--- src/core/sel_pkg.sv ---
// Purpose: Constants and types of the serial EEPROM default loader.
// Assumes: 125 MHz clock, open-drain two-wire bus with pull-ups.
// Notes on behaviour
// - After reset, with the bus detected, read defaults from the EEPROM.
// - EEPROM byte 00h is a flag: 01h loads, FFh skips loading.
// - Byte 01h: command bit 8 from bit 7, bits 6-5 and 2-0 direct.
// - Bytes 02h/03h load low/high subsystem vendor identification.
// - Bytes 04h/05h load low/high subsystem identification.
// - Bytes 06h-09h load legacy base address, low byte bits 7-1 only.
// - Bytes 0Ah-0Dh load all 32 system control bits, low byte first.
// - Bytes 0Eh-11h load routing; byte 11h bits 3-0 fill bits 27-24.
// - Byte 12h loads retry bits 7,6; byte 13h card control bit 7.
// - Byte 14h loads device bits 6,3-0; byte 15h diagnostic 7,4-0.
// - Byte 16h bit 7 loads power capabilities bit 15.
// - Byte 17h loads all eight socket identification bits.
// - Byte 18h bit 3 loads force event bit 27 at socket offset 0Ch.
// - The EEPROM is addressed at seven-bit address 1010000b.
// - Software reaches the bus through four byte registers at B0h.
// - B0h holds the byte to send, or captures the byte read.
// - B1h is sent as word address, unused by the quick command.
// - Writing B2h starts a transaction; it holds address and direction.
// - B3h shows read valid, busy, error and holds protocol select.
// - Detect flag at B3h bit 3 sets on detection, cleared by 1.
// - Multi-byte reads come only from the reset-time loader.
// - A missing slave acknowledge sets the error status bit.
// - Clock runs near 100 kHz in transfers, released when idle.
package sel_pkg;
    // ====================
    // Timing
    localparam int CLK_PERIOD_NS = 8;
    localparam int SCL_PERIOD_NS = 10000;
    // Quarter bit, rounded up so the clock never exceeds 100 kHz.
    localparam int QTR_CYC = (SCL_PERIOD_NS + 4 * CLK_PERIOD_NS - 1)
        / (4 * CLK_PERIOD_NS);
    localparam int BOOT_WAIT = 3;
    // ====================
    // Registers
    localparam logic [7:0] REG_DATA = 8'hB0;
    localparam logic [7:0] REG_INDEX = 8'hB1;
    localparam logic [7:0] REG_TARGET = 8'hB2;
    localparam logic [7:0] REG_CTRL = 8'hB3;
    localparam logic [7:0] REG_RST = 8'h00;
    localparam int CS_QUICK = 0;
    localparam int CS_RDV = 1;
    localparam int CS_ERR = 2;
    localparam int CS_DETECT = 3;
    localparam int CS_BUSY = 5;
    // ====================
    // EEPROM image
    localparam logic [6:0] EE_ADDR7 = 7'h50;
    localparam logic [7:0] EE_FLAG_LOAD = 8'h01;
    localparam logic [7:0] EE_START = 8'h00;
    localparam int EE_BYTES = 25;
    localparam logic [4:0] EE_LAST = 5'h18;
    localparam logic [7:0] LOAD_MASK [0:EE_BYTES-1] = '{
        8'h00, 8'hE7, 8'hFF, 8'hFF, 8'hFF, 8'hFF, 8'hFE, 8'hFF, 8'hFF,
        8'hFF, 8'hFF, 8'hFF, 8'hFF, 8'hFF, 8'hFF, 8'hFF, 8'hFF, 8'h0F,
        8'hC0, 8'h80, 8'h4F, 8'h9F, 8'h80, 8'hFF, 8'h08};
    // ====================
    // Types
    typedef logic [7:0] sel_byte_t;
    typedef enum logic [1:0] {
        CMD_START = 2'b00,
        CMD_STOP = 2'b01,
        CMD_BYTE = 2'b10
    } sel_cmd_e;
    typedef enum logic [3:0] {
        ST_BOOT = 4'h0,
        ST_IDLE = 4'h1,
        ST_START = 4'h2,
        ST_ADDR_W = 4'h3,
        ST_INDEX = 4'h4,
        ST_DATA_W = 4'h5,
        ST_RESTART = 4'h6,
        ST_ADDR_R = 4'h7,
        ST_DATA_R = 4'h8,
        ST_STOP = 4'h9
    } sel_st_e;
endpackage : sel_pkg

--- src/core/sel_loader.sv ---
// Purpose: Reset-time EEPROM default loader and software byte access.
// Assumes: Byte-wide configuration access at B0h-B3h on the same clock.
// Notes: Loaded values appear on the default outputs once valid is high.
`timescale 1ns/1ps
module sel_loader
    import sel_pkg::*;
#(
    parameter int QTR = QTR_CYC
) (
    // Clock and reset
    input wire logic clock,
    input wire logic rst,
    // Configuration byte access
    input wire logic cfg_wr,
    input wire logic cfg_rd,
    input wire logic [7:0] cfg_addr,
    input wire logic [7:0] cfg_wdata,
    output logic [7:0] cfg_rdata_q,
    // Interface strap
    input wire logic serial_strap,
    // Serial clock pin
    input wire logic multipurpose_pin_four_i,
    output logic multipurpose_pin_four_o,
    output logic multipurpose_pin_four_oe,
    // Serial data pin
    input wire logic multipurpose_pin_one_i,
    output logic multipurpose_pin_one_o,
    output logic multipurpose_pin_one_oe,
    // Loaded defaults
    output logic dflt_valid_q,
    output logic [8:0] dflt_command,
    output logic [15:0] dflt_subsys_vendor,
    output logic [15:0] dflt_subsys_id,
    output logic [31:0] legacy_base_address,
    output logic [31:0] dflt_sys_ctrl,
    output logic [27:0] dflt_route,
    output logic [7:0] dflt_retry,
    output logic [7:0] dflt_card_ctrl,
    output logic [7:0] dflt_dev_ctrl,
    output logic [7:0] dflt_diag,
    output logic dflt_pm_cap15,
    output logic [7:0] dflt_socket_id,
    output logic dflt_force_evt27
);
    // ====================
    // State
    sel_st_e st_q;
    logic busy_q, wait_q, ld_q, abn_q;
    logic [4:0] idx_q;
    logic [1:0] boot_q;
    sel_byte_t data_q, index_q, target_q;
    logic quick_q, rdv_q, err_q, det_q;
    logic strap_m_q, strap_s_q;
    sel_byte_t ee_q [0:EE_BYTES-1];
    // ====================
    // Engine link
    sel_cmd_e cmd_w;
    sel_byte_t tx_w;
    logic ack_w;
    logic phy_done, phy_nack;
    sel_byte_t phy_rx;
    wire [6:0] tgt7 = ld_q ? EE_ADDR7 : target_q[7:1];
    wire phy_go = busy_q && !wait_q && (st_q != ST_IDLE)
        && (st_q != ST_BOOT);
    wire sw_start = cfg_wr && (cfg_addr == REG_TARGET)
        && (st_q == ST_IDLE);
    wire nack_st = (st_q == ST_ADDR_W) || (st_q == ST_INDEX)
        || (st_q == ST_DATA_W) || (st_q == ST_ADDR_R);
    wire err_set = phy_done && phy_nack && nack_st;
    wire rd_done = phy_done && (st_q == ST_DATA_R);
    wire store = rd_done && ld_q && !abn_q;
    wire sw_rd = rd_done && !ld_q;
    wire boot_end = (st_q == ST_BOOT) && (boot_q == 2'(BOOT_WAIT));
    wire det_set = boot_end && strap_s_q;
    wire ctrl_wr = cfg_wr && (cfg_addr == REG_CTRL);
    wire idle_wr = cfg_wr && (st_q == ST_IDLE);
    wire [7:0] csr = {2'b00, busy_q, 1'b0, det_q, err_q, rdv_q,
        quick_q};
    wire [7:0] rd_mux = (cfg_addr == REG_DATA) ? data_q
        : (cfg_addr == REG_INDEX) ? index_q
        : (cfg_addr == REG_TARGET) ? target_q
        : (cfg_addr == REG_CTRL) ? csr : 8'h00;

    always_comb begin
        cmd_w = CMD_BYTE;
        tx_w = 8'hFF;
        ack_w = 1'b1;
        unique case (st_q)
            ST_START, ST_RESTART: cmd_w = CMD_START;
            ST_STOP: cmd_w = CMD_STOP;
            ST_ADDR_W: tx_w = {tgt7, !ld_q && quick_q && target_q[0]};
            ST_INDEX: tx_w = ld_q ? EE_START : index_q;
            ST_ADDR_R: tx_w = {tgt7, 1'b1};
            ST_DATA_W: tx_w = data_q;
            ST_DATA_R: ack_w = !(ld_q && (idx_q != EE_LAST) && !abn_q);
            ST_BOOT, ST_IDLE: cmd_w = CMD_BYTE;
        endcase
    end

    sel_i2c_phy #(
        .QTR(QTR)
    ) u_phy (
        .clock(clock),
        .rst(rst),
        .go(phy_go),
        .cmd(cmd_w),
        .tx(tx_w),
        .ack_out(ack_w),
        .done_q(phy_done),
        .rx_q(phy_rx),
        .nack_q(phy_nack),
        .scl_i(multipurpose_pin_four_i),
        .scl_o(multipurpose_pin_four_o),
        .scl_oe_q(multipurpose_pin_four_oe),
        .sda_i(multipurpose_pin_one_i),
        .sda_o(multipurpose_pin_one_o),
        .sda_oe_q(multipurpose_pin_one_oe)
    );
    // ====================
    // Strap synchroniser
    always_ff @(posedge clock) begin
        strap_m_q <= serial_strap;
        strap_s_q <= strap_m_q;
    end
    // ====================
    // Transaction sequencer
    always_ff @(posedge clock) begin
        if (rst) begin
            st_q <= ST_BOOT;
            boot_q <= 2'd0;
            busy_q <= 1'b0;
            wait_q <= 1'b0;
            ld_q <= 1'b0;
            abn_q <= 1'b0;
            idx_q <= 5'd0;
            dflt_valid_q <= 1'b0;
        end else if (st_q == ST_BOOT) begin
            boot_q <= boot_q + 2'd1;
            if (boot_end) begin
                st_q <= strap_s_q ? ST_START : ST_IDLE;
                busy_q <= strap_s_q;
                ld_q <= strap_s_q;
            end
        end else if (phy_go) begin
            wait_q <= 1'b1;
        end else if (phy_done) begin
            wait_q <= 1'b0;
            if (err_set) begin
                abn_q <= 1'b1;
                st_q <= ST_STOP;
            end else begin
                unique case (st_q)
                    ST_START: st_q <= ST_ADDR_W;
                    ST_ADDR_W: st_q <= (!ld_q && quick_q) ? ST_STOP
                        : ST_INDEX;
                    ST_INDEX: st_q <= (ld_q || target_q[0]) ? ST_RESTART
                        : ST_DATA_W;
                    ST_DATA_W: st_q <= ST_STOP;
                    ST_RESTART: st_q <= ST_ADDR_R;
                    ST_ADDR_R: st_q <= ST_DATA_R;
                    ST_DATA_R: begin
                        if (ld_q && (idx_q == 5'd0)
                            && (phy_rx != EE_FLAG_LOAD)) begin
                            abn_q <= 1'b1;
                        end
                        if (!ld_q || abn_q || (idx_q == EE_LAST)) begin
                            st_q <= ST_STOP;
                        end else begin
                            idx_q <= idx_q + 5'd1;
                        end
                    end
                    ST_STOP: begin
                        st_q <= ST_IDLE;
                        busy_q <= 1'b0;
                        ld_q <= 1'b0;
                        dflt_valid_q <= dflt_valid_q
                            || (ld_q && !abn_q);
                    end
                    ST_BOOT, ST_IDLE: st_q <= ST_IDLE;
                endcase
            end
        end else if (sw_start) begin
            st_q <= ST_START;
            busy_q <= 1'b1;
            abn_q <= 1'b0;
        end
    end
    // ====================
    // Software registers
    always_ff @(posedge clock) begin
        if (rst) begin
            data_q <= REG_RST;
            index_q <= REG_RST;
            target_q <= REG_RST;
            quick_q <= 1'b0;
            cfg_rdata_q <= REG_RST;
        end else begin
            if (sw_rd) data_q <= phy_rx;
            else if (idle_wr && cfg_addr == REG_DATA) data_q <= cfg_wdata;
            if (idle_wr && cfg_addr == REG_INDEX) index_q <= cfg_wdata;
            if (sw_start) target_q <= cfg_wdata;
            if (idle_wr && ctrl_wr) quick_q <= cfg_wdata[CS_QUICK];
            if (cfg_rd) cfg_rdata_q <= rd_mux;
        end
    end
    // Status flags: a set in the same cycle as a clear wins.
    always_ff @(posedge clock) begin
        if (rst) begin
            rdv_q <= 1'b0;
            err_q <= 1'b0;
            det_q <= 1'b0;
        end else begin
            rdv_q <= sw_rd || (rdv_q && !sw_start);
            err_q <= err_set
                || (err_q && !(ctrl_wr && cfg_wdata[CS_ERR]));
            det_q <= det_set
                || (det_q && !(ctrl_wr && cfg_wdata[CS_DETECT]));
        end
    end
    // ====================
    // EEPROM image, masked per byte so unloaded bits stay zero
    for (genvar i = 0; i < EE_BYTES; i++) begin : g_ee
        always_ff @(posedge clock) begin
            if (rst) begin
                ee_q[i] <= 8'h00;
            end else if (store && idx_q == 5'(i)) begin
                ee_q[i] <= phy_rx & LOAD_MASK[i];
            end
        end
    end
    assign dflt_command = {ee_q[1][7], 1'b0, ee_q[1][6:5], 2'b00,
        ee_q[1][2:0]};
    assign dflt_subsys_vendor = {ee_q[3], ee_q[2]};
    assign dflt_subsys_id = {ee_q[5], ee_q[4]};
    assign legacy_base_address = {ee_q[9], ee_q[8], ee_q[7],
        ee_q[6]};
    assign dflt_sys_ctrl = {ee_q[13], ee_q[12], ee_q[11],
        ee_q[10]};
    assign dflt_route = {ee_q[17][3:0], ee_q[16], ee_q[15],
        ee_q[14]};
    assign dflt_retry = ee_q[18];
    assign dflt_card_ctrl = ee_q[19];
    assign dflt_dev_ctrl = ee_q[20];
    assign dflt_diag = ee_q[21];
    assign dflt_pm_cap15 = ee_q[22][7];
    assign dflt_socket_id = ee_q[23];
    assign dflt_force_evt27 = ee_q[24][3];
endmodule : sel_loader

--- src/core/sel_i2c_phy.sv ---
// Purpose: Bit engine: start, stop and nine-bit byte slots on the bus.
// Assumes: Pins are open-drain; output enable high pulls the line low.
// Notes: A slave holding the clock low in a byte slot stretches the low phase.
`timescale 1ns/1ps
module sel_i2c_phy
    import sel_pkg::*;
#(
    parameter int QTR = QTR_CYC
) (
    // Clock and reset
    input wire logic clock,
    input wire logic rst,
    // Command
    input wire logic go,
    input wire sel_cmd_e cmd,
    input wire sel_byte_t tx,
    input wire logic ack_out,
    output logic done_q,
    output sel_byte_t rx_q,
    output logic nack_q,
    // Pins
    input wire logic scl_i,
    output logic scl_o,
    output logic scl_oe_q,
    input wire logic sda_i,
    output logic sda_o,
    output logic sda_oe_q
);
    localparam int QW = $clog2(QTR);
    // ====================
    // Synchronisers
    logic scl_m_q, scl_s_q, sda_m_q, sda_s_q;
    always_ff @(posedge clock) begin
        scl_m_q <= scl_i;
        scl_s_q <= scl_m_q;
        sda_m_q <= sda_i;
        sda_s_q <= sda_m_q;
    end
    // ====================
    // Quarter-bit divider
    logic busy_q;
    sel_cmd_e cmd_q;
    logic [1:0] qc_q;
    logic [3:0] bc_q;
    logic [8:0] sh_q;
    logic [QW-1:0] div_q;
    wire tick = busy_q && (div_q == '0);
    wire hold = (cmd_q == CMD_BYTE) && (qc_q == 2'd2) && !scl_s_q;
    wire step = tick && !hold;
    wire fin = step && (qc_q == 2'd3)
        && ((cmd_q != CMD_BYTE) || (bc_q == 4'd8));
    assign scl_o = 1'b0;
    assign sda_o = 1'b0;
    always_ff @(posedge clock) begin
        if (rst || !busy_q || tick) begin
            div_q <= QW'(QTR - 1);
        end else begin
            div_q <= div_q - 1'b1;
        end
    end
    // ====================
    // Sequencer
    always_ff @(posedge clock) begin
        if (rst) begin
            busy_q <= 1'b0;
            done_q <= 1'b0;
            cmd_q <= CMD_STOP;
            qc_q <= 2'd0;
            bc_q <= 4'd0;
            sh_q <= '0;
            rx_q <= '0;
            nack_q <= 1'b0;
            scl_oe_q <= 1'b0;
            sda_oe_q <= 1'b0;
        end else begin
            done_q <= fin;
            if (go && !busy_q) begin
                busy_q <= 1'b1;
                cmd_q <= cmd;
                qc_q <= 2'd0;
                bc_q <= 4'd0;
                sh_q <= {tx, ack_out};
            end else if (step) begin
                qc_q <= qc_q + 2'd1;
                unique case (cmd_q)
                    CMD_START: begin
                        if (qc_q == 2'd0) sda_oe_q <= 1'b0;
                        if (qc_q == 2'd1) scl_oe_q <= 1'b0;
                        if (qc_q == 2'd2) sda_oe_q <= 1'b1;
                        if (qc_q == 2'd3) scl_oe_q <= 1'b1;
                    end
                    CMD_STOP: begin
                        if (qc_q == 2'd0) sda_oe_q <= 1'b1;
                        if (qc_q == 2'd1) scl_oe_q <= 1'b0;
                        if (qc_q == 2'd2) sda_oe_q <= 1'b0;
                    end
                    CMD_BYTE: begin
                        if (qc_q == 2'd0) sda_oe_q <= !sh_q[8];
                        if (qc_q == 2'd1) scl_oe_q <= 1'b0;
                        if (qc_q == 2'd2) sh_q <= {sh_q[7:0], sda_s_q};
                        if (qc_q == 2'd3) begin
                            scl_oe_q <= 1'b1;
                            bc_q <= bc_q + 4'd1;
                        end
                    end
                    default: busy_q <= 1'b0;
                endcase
                if (fin) begin
                    busy_q <= 1'b0;
                    rx_q <= sh_q[8:1];
                    nack_q <= sh_q[0];
                end
            end
        end
    end
endmodule : sel_i2c_phy

--- config.mk ---
export PLATFORM = sky130hd
export DESIGN_NAME = sel_loader
export DESIGN_NICKNAME = d
export VERILOG_FILES = /design/src/core/sel_pkg.sv /design/src/core/sel_loader.sv /design/src/core/sel_i2c_phy.sv
export SDC_FILE = /design/constraint.sdc
export NUM_CORES = 1
export LEC_CHECK = 0
export ABC_AREA = 1
export BUFFER_PORTS_ARGS = -buffer_cell sky130_fd_sc_hd__buf_2
export CORE_MARGIN = 2
export CORE_UTILIZATION = 50
export CTS_CLUSTER_DIAMETER = 50
export CTS_CLUSTER_SIZE = 40
export DETAILED_ROUTE_END_ITERATION = 16
export GPL_ROUTABILITY_DRIVEN = 0
export GPL_TIMING_DRIVEN = 0
export PLACE_DENSITY = 0.81
export SLEW_MARGIN = 20
export SYNTH_ARGS = -nofsm -noshare
export SYNTH_HDL_FRONTEND = slang
export SYNTH_SLANG_ARGS = --single-unit
--- constraint.sdc ---
create_clock -name clock -period 2.3 [get_ports clock]
set_clock_uncertainty 0.2 [all_clocks]
set_input_delay 0.46 -clock clock [delete_from_list [all_inputs] [get_ports clock]]
set_output_delay 0.46 -clock clock [all_outputs]
set_load 0.03 [all_outputs]
==> results.toml <==
[power]
clock_power_share = 0.417
p_seq_frac = 0.466
p_per_area_mw_per_mm2 = 810
power_switching_mw = 3.25
p_leak_nw = 5.36
ir_drop_mv = 0.505
p_comb_frac = 0.117
intPower_mw = 7.56
p_sw_frac = 0.301

[yosys]
synth_top_cell_by_area = "edfxtp_1"
netlist_instances = 1161
synth.most_common_cell = "nor2_1"
synth_ff_type = "edfxtp_1"
ys_top_cells_by_area = "edfxtp_1, dfxtp_1, nor2_1"
post_synth.cell_area_avg_um2 = 9.38
ys_seq_elements = 250
synth-seq-area-share = 0.600
synth_edf_count = 153
async_flop_share = 0
syn_area_mm2 = 0.0109
synth_warnings = 0
synth_top_area_frac = 0.422
ys_top_cells_by_count = "nor2_1, nand2_1, edfxtp_1, inv_1, dfxtp_1"
ys_types = 43

[final_layout]
drive_above_1_share = 0.243
areaGrowthSynthToFinish_pct = 22.4
nets = 1442
diodes = 0
final_design_area_no_fill_mm2 = 0.0133

[sta]
rsz0062_at_grt = "no"
finalSetupViolations = 0
timing.setup.tns_ns = 0
finalCritPeriodShare = 0.961
hold_viol = 0
worstMarginPinSlew_ns = 0.771
drv_slew = 0
period_needed_ns = 2.21
relSlewSlack = 0.486
max_freq_mhz = 453

[detailed_routing]
vias = 9094
wirelength_um = 28300
drc = 0
ant_nets = 0
post_drt_wl_per_cell_um = 16.6
drt_iter0_drc = 891
viasPerCell = 5.35
dr.pass1.iters = 6

[worst_setup_path]
worst-path-max-fanout = 8
worstPathArrival_ns = 2.22
r2r_cells = 7
cp-start-kind = "register"
path_class = "register to register"
worstPathRequired_ns = 2.31
critPathCaptureType = "register"

[grt]
grt_pass1_vias = 8295
grt_overflow = 0
grt_pass1_wl_um = 42600
grt_usage = 0.239
grt_max_degree = 28
antenna_found_initial = 0

[clock_network]
cts_tree = "built"
cts_num_sinks = 250
clock_latency_ns = 0.53
cts_root_buffer = "clkbuf_16"
clk_pin_slew_ns = 0.09
cts_buffer_depth = 3
htree_levels = 1
cts_inserted_buffers = 24
post-cts-setup-buffers = 0

[place]
dp_hpwl_um = 20800
dpl-instance-area_mm2 = 0.0123
port_buffers = 185

[floorplanning]
dieArea_mm2 = 0.0230
num_rows = 54
fp.dieW_um = 152
start_util = 0.504
core_mm2 = 0.0216
pin_count = 211
fp.dieH_um = 152

[worst_hold_path]
worstHoldPathCells = 3
hp-class = "input pin to register"

[outcome]
outcome = "completed"

[run]
cap_violations = 0
-- cell type report --
| type | count | area, µm² |
|---|---|---|
| well taps | 280 | 350 |
| inverters | 117 | 445 |
| repair buffers | 191 | 986 |
| clock buffers | 26 | 629 |
| multi-input cells | 757 | 3730 |
| fillers | 1769 | 8280 |
| clock inverters | 18 | 302 |
| flip-flops and latches | 250 | 6540 |
| plain buffers | 60 | 354 |
-- power by group through the flow --
stage                     clock network (mW)  registers [mW]  logic (mW)
after CTS                               4.55            5.04        1.25
after floorplan                            0            5.42       0.618
after detailed placement                   0            5.14        1.23
after global placement                     0            5.13        1.21
final                                   4.51            5.04        1.27
after global routing                    4.73            5.06        1.37
-- registers in the layout, indices dropped and copies added (netlist names), 2 cells and up, named ones only --
register,count
u_phy.qc_q,2
idx_q,5
u_phy.bc_q,4
u_phy.rx_q,8
u_phy.cmd_q,2
cfg_rdata_q,8
index_q,8
u_phy.div_q,9
ee_q,153
boot_q,2
data_q,8
st_q,4
target_q,8
u_phy.sh_q,9
-- critical path: stages, from the launching register on --
cell and delay (ns):
dfxtp_1 0.39, nor2_4 0.14, nand4_2 0.15, nor2_4 0.21, nand2_1 0.13, nor3_2 0.25, inv_1 0.13, nand2_1 0.28
-- routing by layer --
layer,track usage,up-vias,wire (µm)
li1,-,4285,-
met1,0.301,4228,10800
met2,0.415,515,13900
met3,0.0386,66,2700
met4,0.0875,0,854
met5,0,-,0
-- what timing repair did --
action,4_1_cts,5_1_grt
resized for setup,8,19
endpoints found under the hold margin,7,0
cloned,0,0
hold buffers,6,0
pin swaps,0,1
endpoints found under the setup margin,50,111
-- kinds of logic after synthesis --
| kind of cell | count (synthesis) | share of synthesized area |
|---|---|---|
| AOI/OAI and AO/OA | 130 | 0.0650 |
| xor gates and xnor gates | 5 | 0.00402 |
| adders and majority gates | 18 | 0.0207 |
| buffers and inverters | 177 | 0.0727 |
| DFF | 250 | 0.600 |
| other | 1 | 0.000344 |
| and+or+nand+nor | 580 | 0.237 |
-- path summary, 6_finish.rpt --
| check | startpoint | to | slack (ns) |
|---|---|---|---|
| worst max-delay path | st_q[1] | ee_q[0][31] | 0.09 |
| worst min-delay path | cfg_wdata[5] | index_q[5] | 0.02 |
| worst max register to register | st_q[1] | ee_q[0][31] | 0.09 |
| worst min register to register | u_phy.scl_m_q | u_phy.scl_s_q | 0.13 |
-- per-stage QoR --
step | utilization | worst slack (ns) | hold slack (ns) | instances | total power, mW
4_1_cts | 0.614 | 0.00511 | 0.00231 | 1699 | 10.8
5_1_grt | 0.617 | 0.00753 | 0.0202 | 1699 | 11.2
2_1_floorplan | - | 0.109 | 0.110 | 1184 | 6.03
3_5_place_dp | 0.567 | -0.261 | 0.122 | 1649 | 6.37
6_report | 0.617 | 0.0905 | 0.0207 | 1699 | 10.8
3_3_place_gp | 0.567 | -0.256 | 0.114 | 1649 | 6.34
-- cell usage in the layout, fill, tap and decap left out, types with 4 or more instances in the layout --
master,count
a211oi_1,8
a21oi_1,50
a31oi_1,6
buf_2,194
buf_4,26
clkbuf_1,20
clkbuf_16,25
conb_1,24
dfxtp_1,97
dlygate4sd3_1,6
edfxtp_1,153
ha_1,18
inv_1,100
inv_12,8
inv_16,5
inv_2,12
nand2_1,204
nand2_2,13
nand2_4,9
nand3_1,66
nand3_2,9
nand4_1,14
nor2_1,221
nor2_2,4
nor2_4,7
nor3_1,12
nor3_2,8
o21ai_0,51
or2_2,5
xor2_1,5
No activity file was read; power rests on OpenSTA's default activity.
